`src/design/sbc_pkg.sv`:
```
// shared constants and types of the supervisory block
package sbc_pkg;
   typedef enum logic [2:0] {
      ST_RESET, ST_NREQ, ST_NORMAL, ST_STOP, ST_SLEEP
   } sbc_state_e;

   // operating select codes written with each mode control write
   localparam logic [1:0] OP_SLEEP = 2'h1;
   localparam logic [1:0] OP_STOP  = 2'h2;

   // watchdog config pin sense result
   localparam logic [1:0] CFG_RES  = 2'h0;
   localparam logic [1:0] CFG_GND  = 2'h1;

   localparam logic [1:0] FLAGS_ALL = 2'h3;
   localparam int unsigned SRC_WKIN = 0;
   localparam int unsigned SRC_LIN = 1;
   localparam int unsigned SRC_TMR = 2;
   localparam int unsigned SW_ONE  = 0;
   localparam int unsigned SW_TWO  = 1;
   localparam int unsigned PF_ONE  = 2;
   localparam int unsigned PF_TWO  = 3;

   localparam int unsigned CLK_MHZ = 250;
   // times as specified, in their own unit
   localparam int unsigned NREQ_TIMEOUT_MS  = 150;
   localparam int unsigned WD_INT_TB_MS     = 150;
   localparam int unsigned WD_RES_TB_MS     = 100;
   localparam int unsigned RST_EXTEND_US    = 1000;
   localparam int unsigned CYC_BASE_MS      = 10;
   localparam int unsigned CYC_ON_US        = 100;
   localparam int unsigned BUS_WAKE_FILT_NS = 2000;
   localparam int unsigned RST_GLITCH_NS    = 1000;

   // derived cycle counts; minimum times round up
   localparam int unsigned NREQ_CYC = NREQ_TIMEOUT_MS * CLK_MHZ * 1000;
   localparam int unsigned WD_INT_CYC = WD_INT_TB_MS * CLK_MHZ * 1000;
   localparam int unsigned WD_RES_CYC = WD_RES_TB_MS * CLK_MHZ * 1000;
   localparam int unsigned RST_EXT_CYC = RST_EXTEND_US * CLK_MHZ;
   localparam int unsigned CYC_BASE_CYC = CYC_BASE_MS * CLK_MHZ * 1000;
   localparam int unsigned CYC_ON_CYC = CYC_ON_US * CLK_MHZ;
   localparam int unsigned LIN_FILT_CYC =
      (BUS_WAKE_FILT_NS * CLK_MHZ + 999) / 1000;
   localparam int unsigned RST_FILT_CYC =
      (RST_GLITCH_NS * CLK_MHZ + 999) / 1000;
endpackage

```
`src/design/sbc_filt_if.sv`:
```
// carrier between the main block and a pulse-length filter
`timescale 1ns/1ps
interface sbc_filt_if;
   logic raw;
   logic held;
   modport src (output raw, input held);
   modport flt (input raw, output held);
endinterface // sbc_filt_if

```
`src/design/sbc_filt.sv`:
```
// level held for LEN cycles detector
`timescale 1ns/1ps
module sbc_filt #(
   parameter int unsigned LEN = 4
) (
   // clock and reset
   input wire logic clk_in,
   input wire logic reset_n_in,
   // filtered signal
   sbc_filt_if.flt  f
);
   localparam int unsigned W = $clog2(LEN + 1);
   logic [W-1:0] cnt_r;

   // saturating count; any gap restarts the filter
   always_ff @(posedge clk_in or negedge reset_n_in) begin
      if (!reset_n_in) begin
         cnt_r <= '0;
      end else if (!f.raw) begin
         cnt_r <= '0;
      end else if (cnt_r != W'(LEN)) begin
         cnt_r <= cnt_r + 1'b1;
      end
   end

   assign f.held = (cnt_r == W'(LEN));
endmodule // sbc_filt

```
`src/design/sbc_ctrl.sv`:
```
// wake-up, reset pin, window watchdog and high side switch control
`timescale 1ns/1ps
module sbc_ctrl #(
   parameter int unsigned NREQ_CYCLES = sbc_pkg::NREQ_CYC,
   parameter int unsigned WD_INT_CYCLES = sbc_pkg::WD_INT_CYC,
   parameter int unsigned WD_RES_CYCLES = sbc_pkg::WD_RES_CYC,
   parameter int unsigned RST_EXT_CYCLES = sbc_pkg::RST_EXT_CYC,
   parameter int unsigned CYC_BASE_CYCLES = sbc_pkg::CYC_BASE_CYC,
   parameter int unsigned CYC_ON_CYCLES = sbc_pkg::CYC_ON_CYC
) (
   // clock and reset
   input  wire logic       clk_in,
   input  wire logic       reset_n_in,
   // mode control
   input  wire logic       op_write_in,
   input  wire logic [1:0] op_select_in,
   input  wire logic       overvoltage_shutdown_enable_in,
   input  wire logic [1:0] wd_prescale_in,
   // wake control
   input  wire logic       wake_input_in,
   input  wire logic       wake_input_enable_in,
   input  wire logic       wake_mux_select_in,
   input  wire logic       timer_function_select_in,
   input  wire logic [2:0] cyclic_period_select_in,
   // switch control and sense
   input  wire logic       switch_write_in,
   input  wire logic       switch_one_on_in,
   input  wire logic       switch_two_on_in,
   input  wire logic       pulse_follow_one_in,
   input  wire logic       pulse_follow_two_in,
   input  wire logic       pulse_input_pin_in,
   input  wire logic [1:0] open_load_in,
   input  wire logic [1:0] current_limit_in,
   input  wire logic       over_temp_in,
   input  wire logic       overvoltage_in,
   input  wire logic       switch_irq_mask_in,
   // pins
   input  wire logic [1:0] watchdog_config_pin_in,
   input  wire logic       chip_select_n_in,
   input  wire logic       lin_rx_in,
   input  wire logic       reset_pin_in,
   output logic            reset_pin_out,
   output logic            reset_pin_oe_n_out,
   // interrupt
   input  wire logic       irq_ack_in,
   output logic            irq_n_out,
   // status
   output sbc_pkg::sbc_state_e mode_out,
   output logic            regulator_on_out,
   output logic            wake_status_out,
   output logic [2:0]      wake_src_out,
   output logic            hs_event_out,
   output logic            switch_one_out,
   output logic            switch_two_out,
   output logic [1:0]      open_load_flag_out,
   output logic [1:0]      current_limit_flag_out,
   output logic            watchdog_disabled_flag_out,
   output logic            watchdog_fault_out
);
   import sbc_pkg::*;

   sbc_state_e  state_r, state_nxt;
   logic [31:0] tmr_r;
   logic        ext_r, ext_nxt;
   logic [1:0]  cfg_r;
   logic [3:0]  sw_r;
   logic        wk_arm_r, wk_ref_r, cs_q_r, ot_q_r;
   logic        hs_ot_r, hs_dis_r, irq_pend_r;
   logic        lp, wd_on, cyc_mode, per_end, cs_win, cs_rise;
   logic        wk_wake, cyc_wake, frc_wake, lin_wake, any_wake;
   logic        ext_low, early_svc, wd_ovf, shut;
   logic [31:0] wd_per, lp_per;

   sbc_filt_if rst_f ();
   sbc_filt_if lin_f ();

   // own drive masked so the pin is never seen as external reset
   assign rst_f.raw = !reset_pin_in && reset_pin_oe_n_out;
   assign lin_f.raw = !lin_rx_in;

   sbc_filt #(.LEN(RST_FILT_CYC)) u_rst_filt (
      .clk_in     (clk_in),
      .reset_n_in (reset_n_in),
      .f          (rst_f)
   );
   sbc_filt #(.LEN(LIN_FILT_CYC)) u_lin_filt (
      .clk_in     (clk_in),
      .reset_n_in (reset_n_in),
      .f          (lin_f)
   );

   assign lp = (state_r == ST_STOP) || (state_r == ST_SLEEP);
   assign ext_low = rst_f.held;
   assign wd_on = (cfg_r != CFG_GND);
   assign wd_per = ((cfg_r == CFG_RES) ? WD_RES_CYCLES : WD_INT_CYCLES)
      << wd_prescale_in;
   assign early_svc = wd_on && op_write_in && (tmr_r < (wd_per >> 1));
   assign wd_ovf = wd_on && (tmr_r == wd_per - 32'h1);
   // timer with a switch armed is cyclic sense, without is forced
   assign cyc_mode = timer_function_select_in
      && (sw_r[SW_ONE] || sw_r[SW_TWO]);
   assign lp_per = CYC_BASE_CYCLES << cyclic_period_select_in;
   assign per_end = lp && timer_function_select_in
      && (tmr_r == lp_per - 32'h1);
   assign cs_win = lp && cyc_mode
      && (tmr_r >= lp_per - CYC_ON_CYCLES);
   assign cyc_wake = per_end && cyc_mode && wk_arm_r
      && (wake_input_in != wk_ref_r);
   assign frc_wake = per_end && !cyc_mode;
   assign wk_wake = lp && wk_arm_r && !cyc_mode
      && (wake_input_in != wk_ref_r);
   // filter still reports long dominant in the release cycle
   assign lin_wake = lp && lin_f.held && lin_rx_in;
   assign cs_rise = chip_select_n_in && !cs_q_r;
   assign any_wake = wk_wake || cyc_wake || frc_wake || lin_wake;
   assign shut = over_temp_in
      || (overvoltage_in && overvoltage_shutdown_enable_in);

   always_comb begin
      state_nxt = state_r;
      ext_nxt = ext_r;
      if (ext_low) begin
         state_nxt = ST_RESET;
         ext_nxt = 1'b0;
      end else begin
         case (state_r)
            ST_RESET: begin
               if (!ext_r || tmr_r >= RST_EXT_CYCLES) begin
                  state_nxt = wd_on ? ST_NREQ : ST_NORMAL;
               end
            end
            ST_NREQ: begin
               if (op_write_in) begin
                  state_nxt = ST_NORMAL;
               end else if (tmr_r == NREQ_CYCLES - 32'h1) begin
                  state_nxt = ST_RESET;
                  ext_nxt = 1'b1;
               end
            end
            ST_NORMAL: begin
               if (early_svc || wd_ovf) begin
                  state_nxt = ST_RESET;
                  ext_nxt = 1'b1;
               end else if (op_write_in && op_select_in == OP_SLEEP) begin
                  state_nxt = ST_SLEEP;
               end else if (op_write_in && op_select_in == OP_STOP) begin
                  state_nxt = ST_STOP;
               end
            end
            ST_STOP: begin
               if (any_wake || cs_rise) begin
                  state_nxt = ST_NREQ;
               end
            end
            ST_SLEEP: begin
               if (any_wake) begin
                  state_nxt = ST_RESET;
                  ext_nxt = 1'b1;
               end
            end
            default: begin
               state_nxt = ST_RESET;
               ext_nxt = 1'b1;
            end
         endcase
      end
   end

   always_ff @(posedge clk_in or negedge reset_n_in) begin
      if (!reset_n_in) begin
         state_r <= ST_RESET;
         ext_r <= 1'b1;
      end else begin
         state_r <= state_nxt;
         ext_r <= ext_nxt;
      end
   end

   // one timer serves reset stretch, timeouts, watchdog and cycles
   always_ff @(posedge clk_in or negedge reset_n_in) begin
      if (!reset_n_in) begin
         tmr_r <= '0;
      end else if (state_nxt != state_r || op_write_in || per_end) begin
         tmr_r <= '0;
      end else begin
         tmr_r <= tmr_r + 32'h1;
      end
   end

   // config pin only trusted while the controller is held in reset
   always_ff @(posedge clk_in or negedge reset_n_in) begin
      if (!reset_n_in) begin
         cfg_r <= CFG_RES;
      end else if (state_r == ST_RESET) begin
         cfg_r <= watchdog_config_pin_in;
      end
   end

   always_ff @(posedge clk_in or negedge reset_n_in) begin
      if (!reset_n_in) begin
         wk_arm_r <= 1'b0;
         wk_ref_r <= 1'b0;
      end else if (!lp && (state_nxt == ST_STOP
                           || state_nxt == ST_SLEEP)) begin
         wk_arm_r <= wake_input_enable_in && !wake_mux_select_in;
         wk_ref_r <= wake_input_in;
      end else if (per_end) begin
         wk_ref_r <= wake_input_in;
      end
   end

   always_ff @(posedge clk_in or negedge reset_n_in) begin
      if (!reset_n_in) begin
         cs_q_r <= 1'b1;
         ot_q_r <= 1'b0;
         wake_status_out <= 1'b0;
      end else begin
         cs_q_r <= chip_select_n_in;
         ot_q_r <= over_temp_in;
         wake_status_out <= wake_input_in;
      end
   end

   // source flags survive reset mode so a sleep wake is still reported
   always_ff @(posedge clk_in or negedge reset_n_in) begin
      if (!reset_n_in) begin
         wake_src_out <= '0;
      end else begin
         wake_src_out <= (irq_ack_in ? 3'h0 : wake_src_out)
            | {3{lp}} & {frc_wake, lin_wake, wk_wake || cyc_wake};
      end
   end

   always_ff @(posedge clk_in or negedge reset_n_in) begin
      if (!reset_n_in) begin
         sw_r <= '0;
      end else if (state_r == ST_RESET) begin
         sw_r <= '0;
      end else if (switch_write_in) begin
         sw_r <= {pulse_follow_two_in, pulse_follow_one_in,
                  switch_two_on_in, switch_one_on_in};
      end
   end

   // shutdown holds until a switch write after the fault has gone
   always_ff @(posedge clk_in or negedge reset_n_in) begin
      if (!reset_n_in) begin
         hs_dis_r <= 1'b0;
         hs_ot_r <= 1'b0;
      end else begin
         hs_dis_r <= shut || (hs_dis_r && !switch_write_in);
         hs_ot_r <= over_temp_in
            || (hs_ot_r && !switch_write_in);
      end
   end

   always_ff @(posedge clk_in or negedge reset_n_in) begin
      if (!reset_n_in) begin
         switch_one_out <= 1'b0;
         switch_two_out <= 1'b0;
      end else if (shut || hs_dis_r) begin
         switch_one_out <= 1'b0;
         switch_two_out <= 1'b0;
      end else if (state_r == ST_NREQ || state_r == ST_NORMAL) begin
         switch_one_out <= sw_r[SW_ONE]
            && (!sw_r[PF_ONE] || pulse_input_pin_in);
         switch_two_out <= sw_r[SW_TWO]
            && (!sw_r[PF_TWO] || pulse_input_pin_in);
      end else begin
         switch_one_out <= cs_win && sw_r[SW_ONE];
         switch_two_out <= cs_win && sw_r[SW_TWO];
      end
   end

   always_ff @(posedge clk_in or negedge reset_n_in) begin
      if (!reset_n_in) begin
         open_load_flag_out <= '0;
         current_limit_flag_out <= '0;
      end else if (over_temp_in || hs_ot_r) begin
         open_load_flag_out <= FLAGS_ALL;
         current_limit_flag_out <= FLAGS_ALL;
      end else begin
         open_load_flag_out <= open_load_in;
         current_limit_flag_out <= current_limit_in;
      end
   end

   // irq only in normal request, normal and stop; set beats clear
   always_ff @(posedge clk_in or negedge reset_n_in) begin
      if (!reset_n_in) begin
         hs_event_out <= 1'b0;
         irq_pend_r <= 1'b0;
      end else begin
         hs_event_out <= (over_temp_in && !ot_q_r)
            || (hs_event_out && !irq_ack_in);
         if (state_r == ST_RESET || state_r == ST_SLEEP) begin
            irq_pend_r <= 1'b0;
         end else begin
            irq_pend_r <= (state_r == ST_STOP && any_wake)
               || (over_temp_in && !ot_q_r && switch_irq_mask_in)
               || (irq_pend_r && !irq_ack_in);
         end
      end
   end

   always_ff @(posedge clk_in or negedge reset_n_in) begin
      if (!reset_n_in) begin
         irq_n_out <= 1'b1;
         mode_out <= ST_RESET;
         regulator_on_out <= 1'b1;
         reset_pin_out <= 1'b0;
         reset_pin_oe_n_out <= 1'b0;
         watchdog_disabled_flag_out <= 1'b0;
         watchdog_fault_out <= 1'b0;
      end else begin
         irq_n_out <= !irq_pend_r;
         mode_out <= state_r;
         regulator_on_out <= (state_r != ST_SLEEP);
         reset_pin_out <= 1'b0;
         // pin driven for internal resets only, not for the pin's own
         reset_pin_oe_n_out <= !(state_nxt == ST_RESET
                                 && ext_nxt);
         watchdog_disabled_flag_out <= (cfg_r == CFG_GND);
         watchdog_fault_out <= (cfg_r != CFG_GND)
            && (cfg_r != CFG_RES);
      end
   end
endmodule // sbc_ctrl

```
`config.mk`:
```
export PLATFORM = sky130hd
export DESIGN_NAME = sbc_ctrl
export DESIGN_NICKNAME = d
export VERILOG_FILES = /design/src/design/sbc_pkg.sv /design/src/design/sbc_filt_if.sv /design/src/design/sbc_filt.sv /design/src/design/sbc_ctrl.sv
export SDC_FILE = /design/constraint.sdc
export NUM_CORES = 1
export LEC_CHECK = 0
export BUFFER_PORTS_ARGS = -buffer_cell sky130_fd_sc_hd__buf_2
export CAP_MARGIN = 20
export CORE_ASPECT_RATIO = 0.7
export CORE_MARGIN = 3
export CORE_UTILIZATION = 25
export DETAILED_ROUTE_END_ITERATION = 6
export PLACE_DENSITY = 0.38
export SLEW_MARGIN = 20
export SYNTH_ARGS = -nofsm -noshare
export SYNTH_HDL_FRONTEND = slang
export SYNTH_SLANG_ARGS = --single-unit
```
`constraint.sdc`:
```
create_clock -name clk_in -period 12 [get_ports clk_in]
set_clock_uncertainty 0.2 [all_clocks]
set_input_delay 1.2 -clock clk_in [delete_from_list [all_inputs] [get_ports clk_in]]
set_output_delay 1.2 -clock clk_in [all_outputs]
set_load 0.005 [all_outputs]
```
; Yosys cells after proc, flatten, opt, wreduce, memory -nomap -nowiden
; Cells that the tools add are included.
[word_totals]
ff_bits = 85
out_inout_bits = 20
wordCells = 177
[classes]
eq_ne = 21
shifts = 2
bitwise = 2
order_cmp = 3
n_reduce_logical = 81
n_mux = 35
add_sub_neg = 6
[op_table]
columns = operator, n
row1 = 32-bit equality test, 2
row2 = 32-bit by 1-bit subtractor with 32-bit output (second input constant), 2
row3 = 1-bit logical AND, 37
row4 = 32-bit by 1-bit adder with 32-bit output (second input constant), 1
row5 = 32-bit by 26-bit equality test with 1-bit output (second input constant), 1
row6 = 32-bit by 18-bit greater-or-equal comparator with 1-bit output (second input constant), 1
row7 = 32-bit greater-or-equal comparator, 1
row8 = 32-bit by 31-bit < comparator with 1-bit output, 1
row9 = 32-bit 2-to-1 mux, 1
row10 = 22-bit by 3-bit << shifter with 32-bit output (first input constant), 1
row11 = 26-bit by 2-bit << shifter with 32-bit output, 1
row12 = 32-bit by 15-bit subtractor with 32-bit output (second input constant), 1
row13 = 3-bit 2-to-1 mux, 10
row14 = 26-bit 2-to-1 mux, 1
row15 = 1-bit logical OR, 23
row16 = 9-bit 2-to-1 mux, 2
row17 = 8-bit 2-to-1 mux, 2
row18 = 3-bit case mux with 5 select lines, 1
row19 = 1-bit zero test, 13
row20 = 1-bit 2-to-1 mux, 12
row21 = 9-bit by 1-bit adder with 9-bit output (second input constant), 1
row22 = 3-bit by 2-bit equality test with 1-bit output (second input constant), 3
row23 = 9-bit equality test (second input constant), 1
row24 = 9-bit != test (second input constant), 1
row25 = 21 further kinds, 30

; Longest topological paths before layout
; Gate-level depths: netlist (run 1).
[logic_depth]
ltp_word = 18
depth_mapped = 21
ltp_nobuf = 18

; Hierarchy
; Synthesis (run 1) repeated with hierarchy kept, for this count alone.
[hier_totals]
hier_cells = 876
area_unflattened_um2 = 7425.9
[by_module_without_submodules]
columns = module, n_inst, area_per_inst_um2, seq_area_each_um2, cells_per_inst
row1 = sbc_ctrl, 1, 6526.3, 1706.6, 787
row2 = sbc_filt at u_lin_filt, 1, 484.2, 225.2, 49
row3 = sbc_filt at u_rst_filt, 1, 415.4, 200.2, 40

; Least setup slack after synthesis (run 1)
; OpenSTA, ideal clock, no wires.
[synth_timing]
path_kind = input to register
from = input cyclic_period_select_in[2]
to = register reset_pin_oe_n_out
n_path_buf = 4
setup_slack_ns = 6.962
t_arrival_ns = 4.692
t_required_ns = 11.654
path_stages = 15
path_cell_list = clkbuf_1 -> buf_1 -> buf_1 -> buf_1 -> nand2b_1 -> ha_1 -> nor4bb_1 -> xnor2_1 -> xnor2_1 -> nor4_1 -> and4bb_2 -> a21oi_1 -> a21oi_1 -> o31a_1 -> or4b_2
[synth_via]
word_cells_on_any_way = 22
classes_between = add/sub (1) / eq/ne (1) / shift (1) / mux (7) / reduce/logical (12)
[synth_lines]
columns = element, line
row1 = start: declaration, sbc_ctrl.sv:24  ; input wire logic [2:0] cyclic_period_select_in,
row2 = 22-bit by 3-bit << shifter with 32-bit output (*), sbc_ctrl.sv:102  ; assign lp_per = CYC_BASE_CYCLES << cyclic_period_select_in;
row3 = 32-bit by 1-bit subtractor with 32-bit output (*), sbc_ctrl.sv:104  ; && (tmr_r == lp_per - 32'h1);
row4 = 32-bit equality test (*), sbc_ctrl.sv:104
row5 = 1-bit logical AND (*), sbc_ctrl.sv:104
row6 = 1-bit logical AND (2 in series), sbc_ctrl.sv:107  ; assign cyc_wake = per_end && cyc_mode && wk_arm_r
row7 = 1-bit logical AND, sbc_ctrl.sv:108  ; && (wake_input_in != wk_ref_r);
row8 = 1-bit logical OR, sbc_ctrl.sv:115  ; assign any_wake = wk_wake || cyc_wake || frc_wake || lin_wake;
row9 = 1-bit logical OR (*) (2 in series), sbc_ctrl.sv:115
row10 = 1-bit 2-to-1 mux (*), sbc_ctrl.sv:156  ; if (any_wake) begin
row11 = 1-bit case mux with 4 select lines (*), sbc_ctrl.sv:126  ; case (state_r)
row12 = 1-bit 2-to-1 mux (*), sbc_ctrl.sv:122  ; if (ext_low) begin
row13 = net ext_nxt, sbc_ctrl.sv:64  ; logic ext_r, ext_nxt;
row14 = 1-bit logical AND (*), sbc_ctrl.sv:322  ; && ext_nxt);
row15 = 1-bit zero test (*), sbc_ctrl.sv:321  ; reset_pin_oe_n_out <= !(state_nxt == ST_RESET
row16 = end signal: assignment, sbc_ctrl.sv:321
row17 = end: declaration, sbc_ctrl.sv:43  ; output logic reset_pin_oe_n_out,
; The timed path passes the listed nets; every way through them passes the cells marked *.
; A chain may end at the register's enable or synchronous reset.

; Worst setup path after layout (run 1)
[layout_timing]
from = input cyclic_period_select_in[0]
to = register switch_one_out
[layout_via]
elab_chain_cells = 7
[layout_lines]
columns = element, line
row1 = 22-bit by 3-bit << shifter with 32-bit output, sbc_ctrl.sv:102
row2 = 32-bit by 15-bit subtractor with 32-bit output, sbc_ctrl.sv:106  ; && (tmr_r >= lp_per - CYC_ON_CYCLES);
row3 = 32-bit greater-or-equal comparator, sbc_ctrl.sv:106
row4 = 1-bit logical AND, sbc_ctrl.sv:106
row5 = 1-bit logical AND, sbc_ctrl.sv:270  ; switch_one_out <= cs_win && sw_r[SW_ONE];
row6 = 1-bit 2-to-1 mux, sbc_ctrl.sv:264  ; end else if (state_r == ST_NREQ || state_r == ST_NORMAL) begin
row7 = 1-bit 2-to-1 mux, sbc_ctrl.sv:261  ; end else if (shut || hs_dis_r) begin
row8 = end signal: assignment, sbc_ctrl.sv:265  ; switch_one_out <= sw_r[SW_ONE]
row9 = end signal: assignment, sbc_ctrl.sv:270
row10 = end: declaration, sbc_ctrl.sv:53  ; output logic switch_one_out,
; Every way passes these cells.

==> impl_metrics.toml, run 1 <==
[run_status]
outcome = "complete, no violations"

[worst_setup_path]
r2r_cells = 17
crit_chain = "buf_2 -> inv_1 -> ha_1 -> nor2_1 -> a22oi_1 -> a31o_2 -> o41ai_1 -> and2_1 -> nand2_1 -> nor2_1 -> xor2_1 -> ha_1 -> a21o_1 -> a21o_1 -> a211oi_1 -> o22ai_1 -> nor3_1 -> a211oi_1"
cpMaxStageDelayCell = "ha_1"
worst-endpoint-required_ns = 12.01
reg2reg_from = "cfg_r[1]"
r2r_slack_ns = 7.17
cp_max_fo = 16
crit_family = "compound AO/OA/AOI/OAI gates"
arrival_ns = 5.84
reg2reg_to = "tmr_r[22]"
critPathCaptureType = "flop"
path_buf_inv = 2
crit_type = "in -> reg"
cpPeakStageDelay_ns = 0.59
cp-start-kind = "input port"

[grt]
antenna_found_initial = 0
grt.busiest_layer = "met1"
grt_util_met2_pct = 21.92
grt-ovfl-total = 0
grt_use_met3_pct = 3.333
track_usage_pct = 16.54
grtUsageMet1_pct = 26.94
first_global_vias = 6319
grt_pass1_wl_um = 40000
grt_start_max_net_pins = 59

[sta]
maxSlewHeadroom_pct = 46.73
finalSetupViolCount = 0
finalCriticalPeriod_ns = 5.827
grt_setup_unrepaired = "no"
slew_violations = 0
holdWs_ns = 0.1952
fin_tns_setup_ns = 0
tightest_slew_ns = 0.7991
max_freq_mhz = 171.6
hold_viol = 0
fin_crit_sh_pct = 48.56

[routing]
drt_first_pass_iters = 5
wl_um = 25570
via_per_inst = 5.104
wire_per_inst_um = 20.07
drc_errors = 0
num_vias = 6502
drtIter0Drc = 521
ant_nets = 0

[clock_network]
insertion_delay_ns = 0.36
clockRootBuffer = "clkbuf_16"
postCtsSetupBuffers = 0
cts_inserted_buffers = 9
cts_tree = "done"
cts.sink_count = 85
cts_max_level = 3
path_clk_slew_ns = 0.07
cts_buffer_depth = 2
cts_resized = 0
hold_buffers = 0

[pwr]
vdd_drop_max_mv = 0.06503
power_leakage_nw = 3.622
power_density_nw_per_um2 = 125.9

[final_layout]
utilization_pct = 28.37
final_area_um2 = 8269
drive_above_1_share_pct = 12.28
final_common_cell = "nor2_1"
fill_cells = 3132
antenna_cells = 0
final_nets = 997
syn_to_final_growth_pct = 10.95
final_cell_mix = "nor2_1, dfrtp_1, ha_1, buf_2, nand2_1"

[logic_synthesis]
yosys_most_used_dff = "dfrtp_1"
synth_edf_count = 0
syn_nets = 985
synth_area_per_cell_um2 = 8.479
netlist_instances = 879
synth-seq-cells = 85
yosysWarnings = 0
ys_types = 82
yosysSeqAreaShare_pct = 28.61
syn-cell-area_um2 = 7453
async_flop_share_pct = 100.0

[min_path]
hold_path_class = "reg -> reg"
min_to = "irq_n_out"
min_from = "irq_pend_r"
hold_path_depth = 1

[run]
max_cap_violations = 0

[die]
start_util_pct = 25.57
dieArea_um2 = 31960
die_w_um = 212.4
core_um2 = 29150
die_y_um = 150.5
row_count = 52
io_pins = 54

[place]
portBuffers = 52
dpl-instance-area_um2 = 7978
hpwl_um = 19320
gp_congestion = 0.8185
## cell type report
class | instances | area, um^2 | area share (%)
multi-input cells | 696 | 4918 | 59.48
clock inverters | 7 | 66.31 | 0.8019
inverters | 43 | 161.4 | 1.952
well taps | 378 | 473.0 | 5.719
flip-flops and latches | 85 | 2132 | 25.78
clock buffers | 9 | 225.2 | 2.724
repair buffers | 56 | 292.8 | 3.541
## routing by layer
layer | wire length (um) | up-vias | share of wire (%)
li1 | - | 3191 | -
met1 | 14210 | 3147 | 56
met2 | 9837 | 147 | 38
met3 | 1216 | 17 | 4.8
met4 | 307 | 0 | 1.2
met5 | 0 | - | 0
## flip-flops by register name (all words and copies together), names as in the netlist, 2 cells and up
name	flops
current_limit_flag_out	2
mode_out	3
wake_src_out	3
sw_r	4
cfg_r	2
open_load_flag_out	2
u_rst_filt.cnt_r	8
tmr_r	32
state_r	3
u_lin_filt.cnt_r	9
## metrics by stage
stage          total power [mW]  instances  worst slack (ns)
2_1_floorplan            0.6408        879             6.962
3_3_place_gp             0.7701       1258             5.849
3_5_place_dp             0.7633       1258             5.845
4_1_cts                   1.057       1274             6.230
5_1_grt                   1.120       1274             5.759
6_report                  1.041       1274             6.173
## where the power goes
part | switching (mW) | internal (mW)
sequential | 0.0452 | 0.322
clock | 0.138 | 0.146
combinational | 0.242 | 0.149
## cells by family (layout without fill, tap and decap cells)
family                   after synthesis  count (layout)  synth area share, %
multiplexers                          19              19                2.703
AND/OR/NAND/NOR                      339             339                24.36
other                                  2               2               0.1008
adder cells (fa/ha/maj)               72              72                12.09
AO/OA/AOI/OAI                        186             186                17.39
buffers and inverters                 98             115                5.405
flip-flops                            85              85                28.60
XOR/XNOR                              78              78                9.350
## worst max-delay path by stage
stage          slack, ns  cells past startpoint                       start            endpoint
2_1_floorplan       6.96                     15  cyclic_period_select_in[2]  reset_pin_oe_n_out
3_5_place_dp        5.85                     18  cyclic_period_select_in[1]      switch_one_out
6_report            6.17                     18  cyclic_period_select_in[0]      switch_one_out
4_1_cts             6.23                     18  cyclic_period_select_in[1]      switch_one_out
5_1_grt             5.76                     18  cyclic_period_select_in[0]      switch_one_out
3_3_place_gp        5.85                     18  cyclic_period_select_in[0]      switch_one_out
## synthesized netlist by cell type (4+ instances only)
library cell  count  area share [%]
o21ai_0          35             2.4
nor2b_1          15             1.3
or3_1            14             1.2
or4_1             6            0.60
inv_1            42             2.1
and3_1           15             1.3
o31ai_1           4            0.40
o211ai_1          5            0.50
nor4_1            8            0.67
nand2b_1         12             1.0
xnor2_1          43             5.1
nor2_1           95             4.8
nor2_2            4            0.34
ha_1             72              12
o21a_1            5            0.50
a221oi_1          4            0.47
nand4b_1          7            0.82
nor3b_1           5            0.50
a21oi_1          40             2.7
a22oi_1           4            0.40
nand3_1          37             2.5
xor2_1           34             4.0
mux2i_1          10             1.3
nor3_1           17             1.1
buf_2             7            0.47
buf_1             6            0.30
a21o_1           17             1.7
nand2_1          50             2.5
a211oi_1         15             1.5
and4_1            5            0.59
a31oi_1           6            0.50
clkbuf_1         38             1.9
dfrtp_1          81              27
nand4_1          14             1.2
mux2_2            9             1.4
and2_1            6            0.50
nand3b_1          6            0.60
dfstp_2           4             1.4
a32o_1            4            0.54
and3b_1           4            0.47
## worst reg2reg max path, delay by kind of cell, from the launching register on
kind | cells | cell delay [ns]
DFF | 1 | 0.46
buffers and inverters | 4 | 0.59
adders and majority gates | 2 | 0.45
and+or+nand+nor | 5 | 1.09
AOI/OAI and AO/OA | 6 | 1.96
(Power assumes the default switching activity.)
==> inputs of run 2 (changes only) <==
--- a/config.mk
+++ b/config.mk
@@ -11,7 +11,7 @@
 export CORE_MARGIN = 3
 export CORE_UTILIZATION = 25
 export DETAILED_ROUTE_END_ITERATION = 6
-export PLACE_DENSITY = 0.38
+export PLACE_DENSITY = 0.39
 export SLEW_MARGIN = 20
 export SYNTH_ARGS = -nofsm -noshare
 export SYNTH_HDL_FRONTEND = slang
==> constraint.sdc (replaced) <==
create_clock -name clk_in -period 5.35 [get_ports clk_in]
set_clock_uncertainty 0.2 [all_clocks]
set_input_delay 0.535 -clock clk_in [delete_from_list [all_inputs] [get_ports clk_in]]
set_output_delay 0.535 -clock clk_in [all_outputs]
set_load 0.005 [all_outputs]
==> run 2 against run 1 <==
Net effect: sequential power increased by 120%; final cell count increased by 1.2%; first-iteration DRC count increased by 3.8%; setup slack got worse by 5.4 ns; sequential cell count unchanged; clock-buffer cell count unchanged; non-clock buffer count increased by 15; highest routed layer unchanged.
==> impl_metrics.toml, run 2 (same netlist as run 1, synthesis figures left out) <==
[sta]
slew_violations = 0
maxSlewHeadroom_pct = 46.16
hold_viol = 0
finalSetupViolCount = 0
grt_setup_unrepaired = "no"
tightest_slew_ns = 0.7971
max_freq_mhz = 217.9
finalCriticalPeriod_ns = 4.590
fin_crit_sh_pct = 85.79
fin_tns_setup_ns = 0
holdWs_ns = 0.09110

[worst_setup_path]
cp_max_fo = 32
worst-endpoint-required_ns = 5.43
crit_type = "reg -> reg"
arrival_ns = 4.67
cp-start-kind = "flop"
critPathCaptureType = "flop"

[clock_network]
cts_buffer_depth = 2
clockRootBuffer = "clkbuf_16"
postCtsSetupBuffers = 0
cts.sink_count = 85
cts_resized = 0
cts_inserted_buffers = 9
insertion_delay_ns = 0.37
path_clk_slew_ns = 0.08
cts_max_level = 3
hold_buffers = 1
cts_tree = "done"

[pwr]
vdd_drop_max_mv = 0.1496
power_leakage_nw = 3.695
seqPwrFrac_pct = 35.0
power_density_nw_per_um2 = 278.6
combinationalPowerShare_pct = 38.0
p_sw_mw = 0.9431
clockPowerShare_pct = 27.1
p_int_mw = 1.391
switching_share_pct = 40.40

[routing]
wire_per_inst_um = 19.28
drc_errors = 0
wl_um = 24850
via_per_inst = 5.131
ant_nets = 0
drt_first_pass_iters = 6
num_vias = 6614
drtIter0Drc = 541

[grt]
grt_start_max_net_pins = 49
track_usage_pct = 16.12
first_global_vias = 6300
grt-ovfl-total = 0
antenna_found_initial = 0
grt_pass1_wl_um = 39050

[die]
io_pins = 54
row_count = 52
dieArea_um2 = 31960
die_w_um = 212.4
core_um2 = 29150
die_y_um = 150.5
start_util_pct = 25.57

[final_layout]
final_nets = 1012
final_cell_mix = "nor2_1, dfrtp_1, ha_1, buf_2, nand2_1"
final_common_cell = "nor2_1"
drive_above_1_share_pct = 13.61
antenna_cells = 0
largest_reg_flops = 32
top_register = "tmr_r"
top_regs = "tmr_r (32), u_lin_filt.cnt_r (9), u_rst_filt.cnt_r (8)"
syn_to_final_growth_pct = 12.44

[min_path]
hold_path_class = "in -> reg"

[place]
hpwl_um = 18920
gp_congestion = 0.8378
portBuffers = 52

[run_status]
outcome = "complete, no violations"

[run]
max_cap_violations = 0
run 2: cell count changes in the layout (fill, tap and decap cells not counted), sizes merged:
cell         previous run  this run
inv                    47        49
buf                    56        70
clkinv                  2         0
dlygate4sd3             0         1
run 2: critical path, stage by stage, from the launching register on:
cell      delay [ns]
dfrtp_1         0.46
or2_4           0.30
inv_1           0.11
ha_1            0.25
inv_1           0.11
nand2_1         0.19
inv_1           0.13
ha_1            0.30
and4_1          0.24
a221oi_1        0.22
o21ai_0         0.18
a221oi_1        0.33
buf_4           0.19
nand3b_1        0.10
o21a_2          0.17
a31oi_2         0.12
o41a_4          0.69
nor2_1          0.18
run 2: worst paths after layout:
check / depth (start not counted) / slack [ns] / startpoint / end
worst min register to register: 1 / 0.22 / irq_pend_r / irq_n_out
min in group asynchronous: 2 / 0.47 / reset_n_in / u_lin_filt.cnt_r[3]
worst max register to register: 17 / 0.76 / cfg_r[1] / tmr_r[24]
worst max-delay path: 17 / 0.76 / cfg_r[1] / tmr_r[24]
worst min-delay path: 1 / 0.09 / chip_select_n_in / cs_q_r
max in group asynchronous: 3 / 3.39 / reset_n_in / tmr_r[19]
run 2: routing by layer:
metal / share of wire, % / track usage (%) / vias up
met3: 4.4 / 2.541 / 15
met5: 0 / 0 / -
li1: - / - / 3232
met4: 0.85 / 3.124 / 0
met1: 57 / 27.08 / 3215
met2: 38 / 20.81 / 152
run 2: cell type report:
type	instances	area [um^2]
fillers	3163	20770
clock buffers	9	225.2
repair buffers	71	407.9
clock inverters	7	62.56
well taps	378	473.0
inverters	43	161.4
flip-flops and latches	85	2132
multi-input cells	696	4918
run 2: stage by stage:
stage / setup slack, ns / total power, mW / utilization (%) / cells / instance area, um^2
2_1_floorplan: 0.9768 / 1.437 / - / 879 / 7453
4_1_cts: 0.7452 / 2.370 / 28.75 / 1289 / 8381
6_report: 0.7605 / 2.335 / 28.75 / 1289 / 8381
3_5_place_dp: 0.3992 / 1.719 / 27.73 / 1272 / 8083
5_1_grt: 0.3799 / 2.509 / 28.75 / 1289 / 8381
3_3_place_gp: 0.5052 / 1.733 / 27.73 / 1272 / 8083
run 2: power groups by stage:
stage                     registers, mW  clock network [mW]  logic, mW
after floorplan                   0.782                   0      0.655
after global placement            0.832                   0      0.901
after detailed placement          0.830                   0      0.890
after CTS                         0.818               0.656      0.896
after global routing              0.832               0.682      0.995
final                             0.816               0.632      0.886
==> inputs of run 3 (changes only) <==
--- a/config.mk
+++ b/config.mk
@@ -5,10 +5,10 @@
 export SDC_FILE = /design/constraint.sdc
 export NUM_CORES = 1
 export LEC_CHECK = 0
+export ABC_AREA = 0
 export BUFFER_PORTS_ARGS = -buffer_cell sky130_fd_sc_hd__buf_2
 export CAP_MARGIN = 20
 export CORE_ASPECT_RATIO = 0.7
-export CORE_MARGIN = 3
 export CORE_UTILIZATION = 25
 export DETAILED_ROUTE_END_ITERATION = 6
 export PLACE_DENSITY = 0.39
==> run 3 against run 2 <==
Net effect: the flow now finishes with violations (negative hold slack); wire length decreased by 0.75%; global-route usage increased by 0.40 points; sequential cell count unchanged; maximum frequency decreased by 3.7%; first-iteration DRC count decreased by 23%; clock power increased by 13%; design area increased by 0.51%.
==> impl_metrics.toml, run 3 (same netlist as run 1, synthesis figures left out) <==
[run_status]
outcome = "complete, but fails checks"
violations = "negative hold slack"

[final_layout]
top_regs = "tmr_r (32), u_lin_filt.cnt_r (9), u_rst_filt.cnt_r (8)"
antenna_cells = 0
final_common_cell = "nor2_1"
top_register = "tmr_r"
utilization_pct = 28.96
syn_to_final_growth_pct = 13.01
final_area_um2 = 8423
largest_reg_flops = 32
final_nets = 1012
fill_cells = 3188
finalNonFillerCells = 1289
drive_above_1_share_pct = 13.72
final_cell_mix = "nor2_1, dfrtp_1, ha_1, buf_2, nand2_1"

[worst_setup_path]
critPathCaptureType = "flop"
worst-endpoint-required_ns = 5.36
crit_type = "in -> reg"
path_buf_inv = 3
cp_common_cell = "ha_1"
crit_chain = "buf_2 -> inv_1 -> ha_1 -> o21bai_1 -> inv_1 -> ha_1 -> a21o_1 -> or4_1 -> nand2_1 -> nand4_1 -> mux2_2 -> a22oi_1 -> ha_1 -> a21o_1 -> a211oi_1 -> o22ai_1 -> nor3_1 -> a211oi_1"
cpPeakStageDelay_ns = 0.49
cpMaxStageDelayCell = "nor3_1"
cp_max_fo = 14
crit_family = "compound AO/OA/AOI/OAI gates"
cp-start-kind = "input port"
arrival_ns = 4.78
r2r_slack_ns = 0.68

[clock_network]
insertion_delay_ns = 0.37
cts_tree = "done"
cts_max_level = 3
cts.sink_count = 85
postCtsSetupBuffers = 0
path_clk_slew_ns = 0.08
hold_buffers = 0
cts_resized = 0
clockRootBuffer = "clkbuf_16"
cts_inserted_buffers = 9
cts_buffer_depth = 2

[sta]
tightest_slew_ns = 0.7320
max_freq_mhz = 209.8
grt_setup_unrepaired = "no"
fin_tns_setup_ns = 0
finalSetupViolCount = 0
holdWs_ns = -0.01314
finalCriticalPeriod_ns = 4.766
slew_violations = 0
worst_slack_ns = 0.5842
hold_viol = 12
fin_crit_sh_pct = 89.08
maxSlewHeadroom_pct = 51.20

[routing]
via_per_inst = 5.051
drc_errors = 0
wire_per_inst_um = 19.14
wl_met1_um = 13950
drtIter0Drc = 417
drt_first_pass_iters = 5
num_vias = 6511
ant_nets = 0
maxUsedRoutingLayer = "met4"
wl_met3_um = 965
met2_length_um = 9523
wl_um = 24670

[die]
core_um2 = 29080
dieArea_um2 = 30520
die_w_um = 208.4
row_count = 52
start_util_pct = 25.63
die_y_um = 146.5
io_pins = 54

[grt]
antenna_found_initial = 0
track_usage_pct = 16.52
grt-ovfl-total = 0
first_global_vias = 6040
grt_pass1_wl_um = 38450
grt_start_max_net_pins = 49

[place]
pre_cts_ws_ns = 0.2898
gp_congestion = 0.8289
hpwl_um = 19000
dp.cells = 1273
portBuffers = 52
dpl-instance-area_um2 = 8090

[pwr]
p_total_mw = 2.428
power_density_nw_per_um2 = 288.2
power_leakage_nw = 3.715
vdd_drop_max_mv = 0.1444

[run]
max_cap_violations = 0

[min_path]
hold_path_class = "in -> async"
[run 3: final timing paths]
path                                            startpoint        endpoint  cells past startpoint
worst max-delay path            cyclic_period_select_in[0]  switch_one_out                     18
worst min-delay path                            reset_n_in         sw_r[1]                      1
worst max register to register                    cfg_r[1]       tmr_r[22]                     17
worst min register to register                  irq_pend_r       irq_n_out                      1
max in group asynchronous                       reset_n_in          cs_q_r                      2
min in group clk_in                       chip_select_n_in          cs_q_r                      1
[run 3: area by class of cell]
type	instances	area (um^2)	area share (%)
clock inverter	6	93.84	1.114
sequential	85	2132	25.31
timing repair buffer	71	405.4	4.813
clock buffer	10	239.0	2.837
tap	378	473.0	5.615
multi-input combinational	696	4918	58.39
inverter	43	161.4	1.916
[run 3: report_power, final]
group	leakage (nW)	switching [mW]	internal (mW)
combinational	2.44	0.546	0.345
sequential	1.11	0.0968	0.723
clock	0.159	0.291	0.425
[run 3: per-layer routing]
layer / vias to the layer above / track usage [%]
li1: 3212 / -
met4: 0 / 3.222
met5: - / 0
met1: 3156 / 27.42
met2: 130 / 21.39
met3: 13 / 2.624
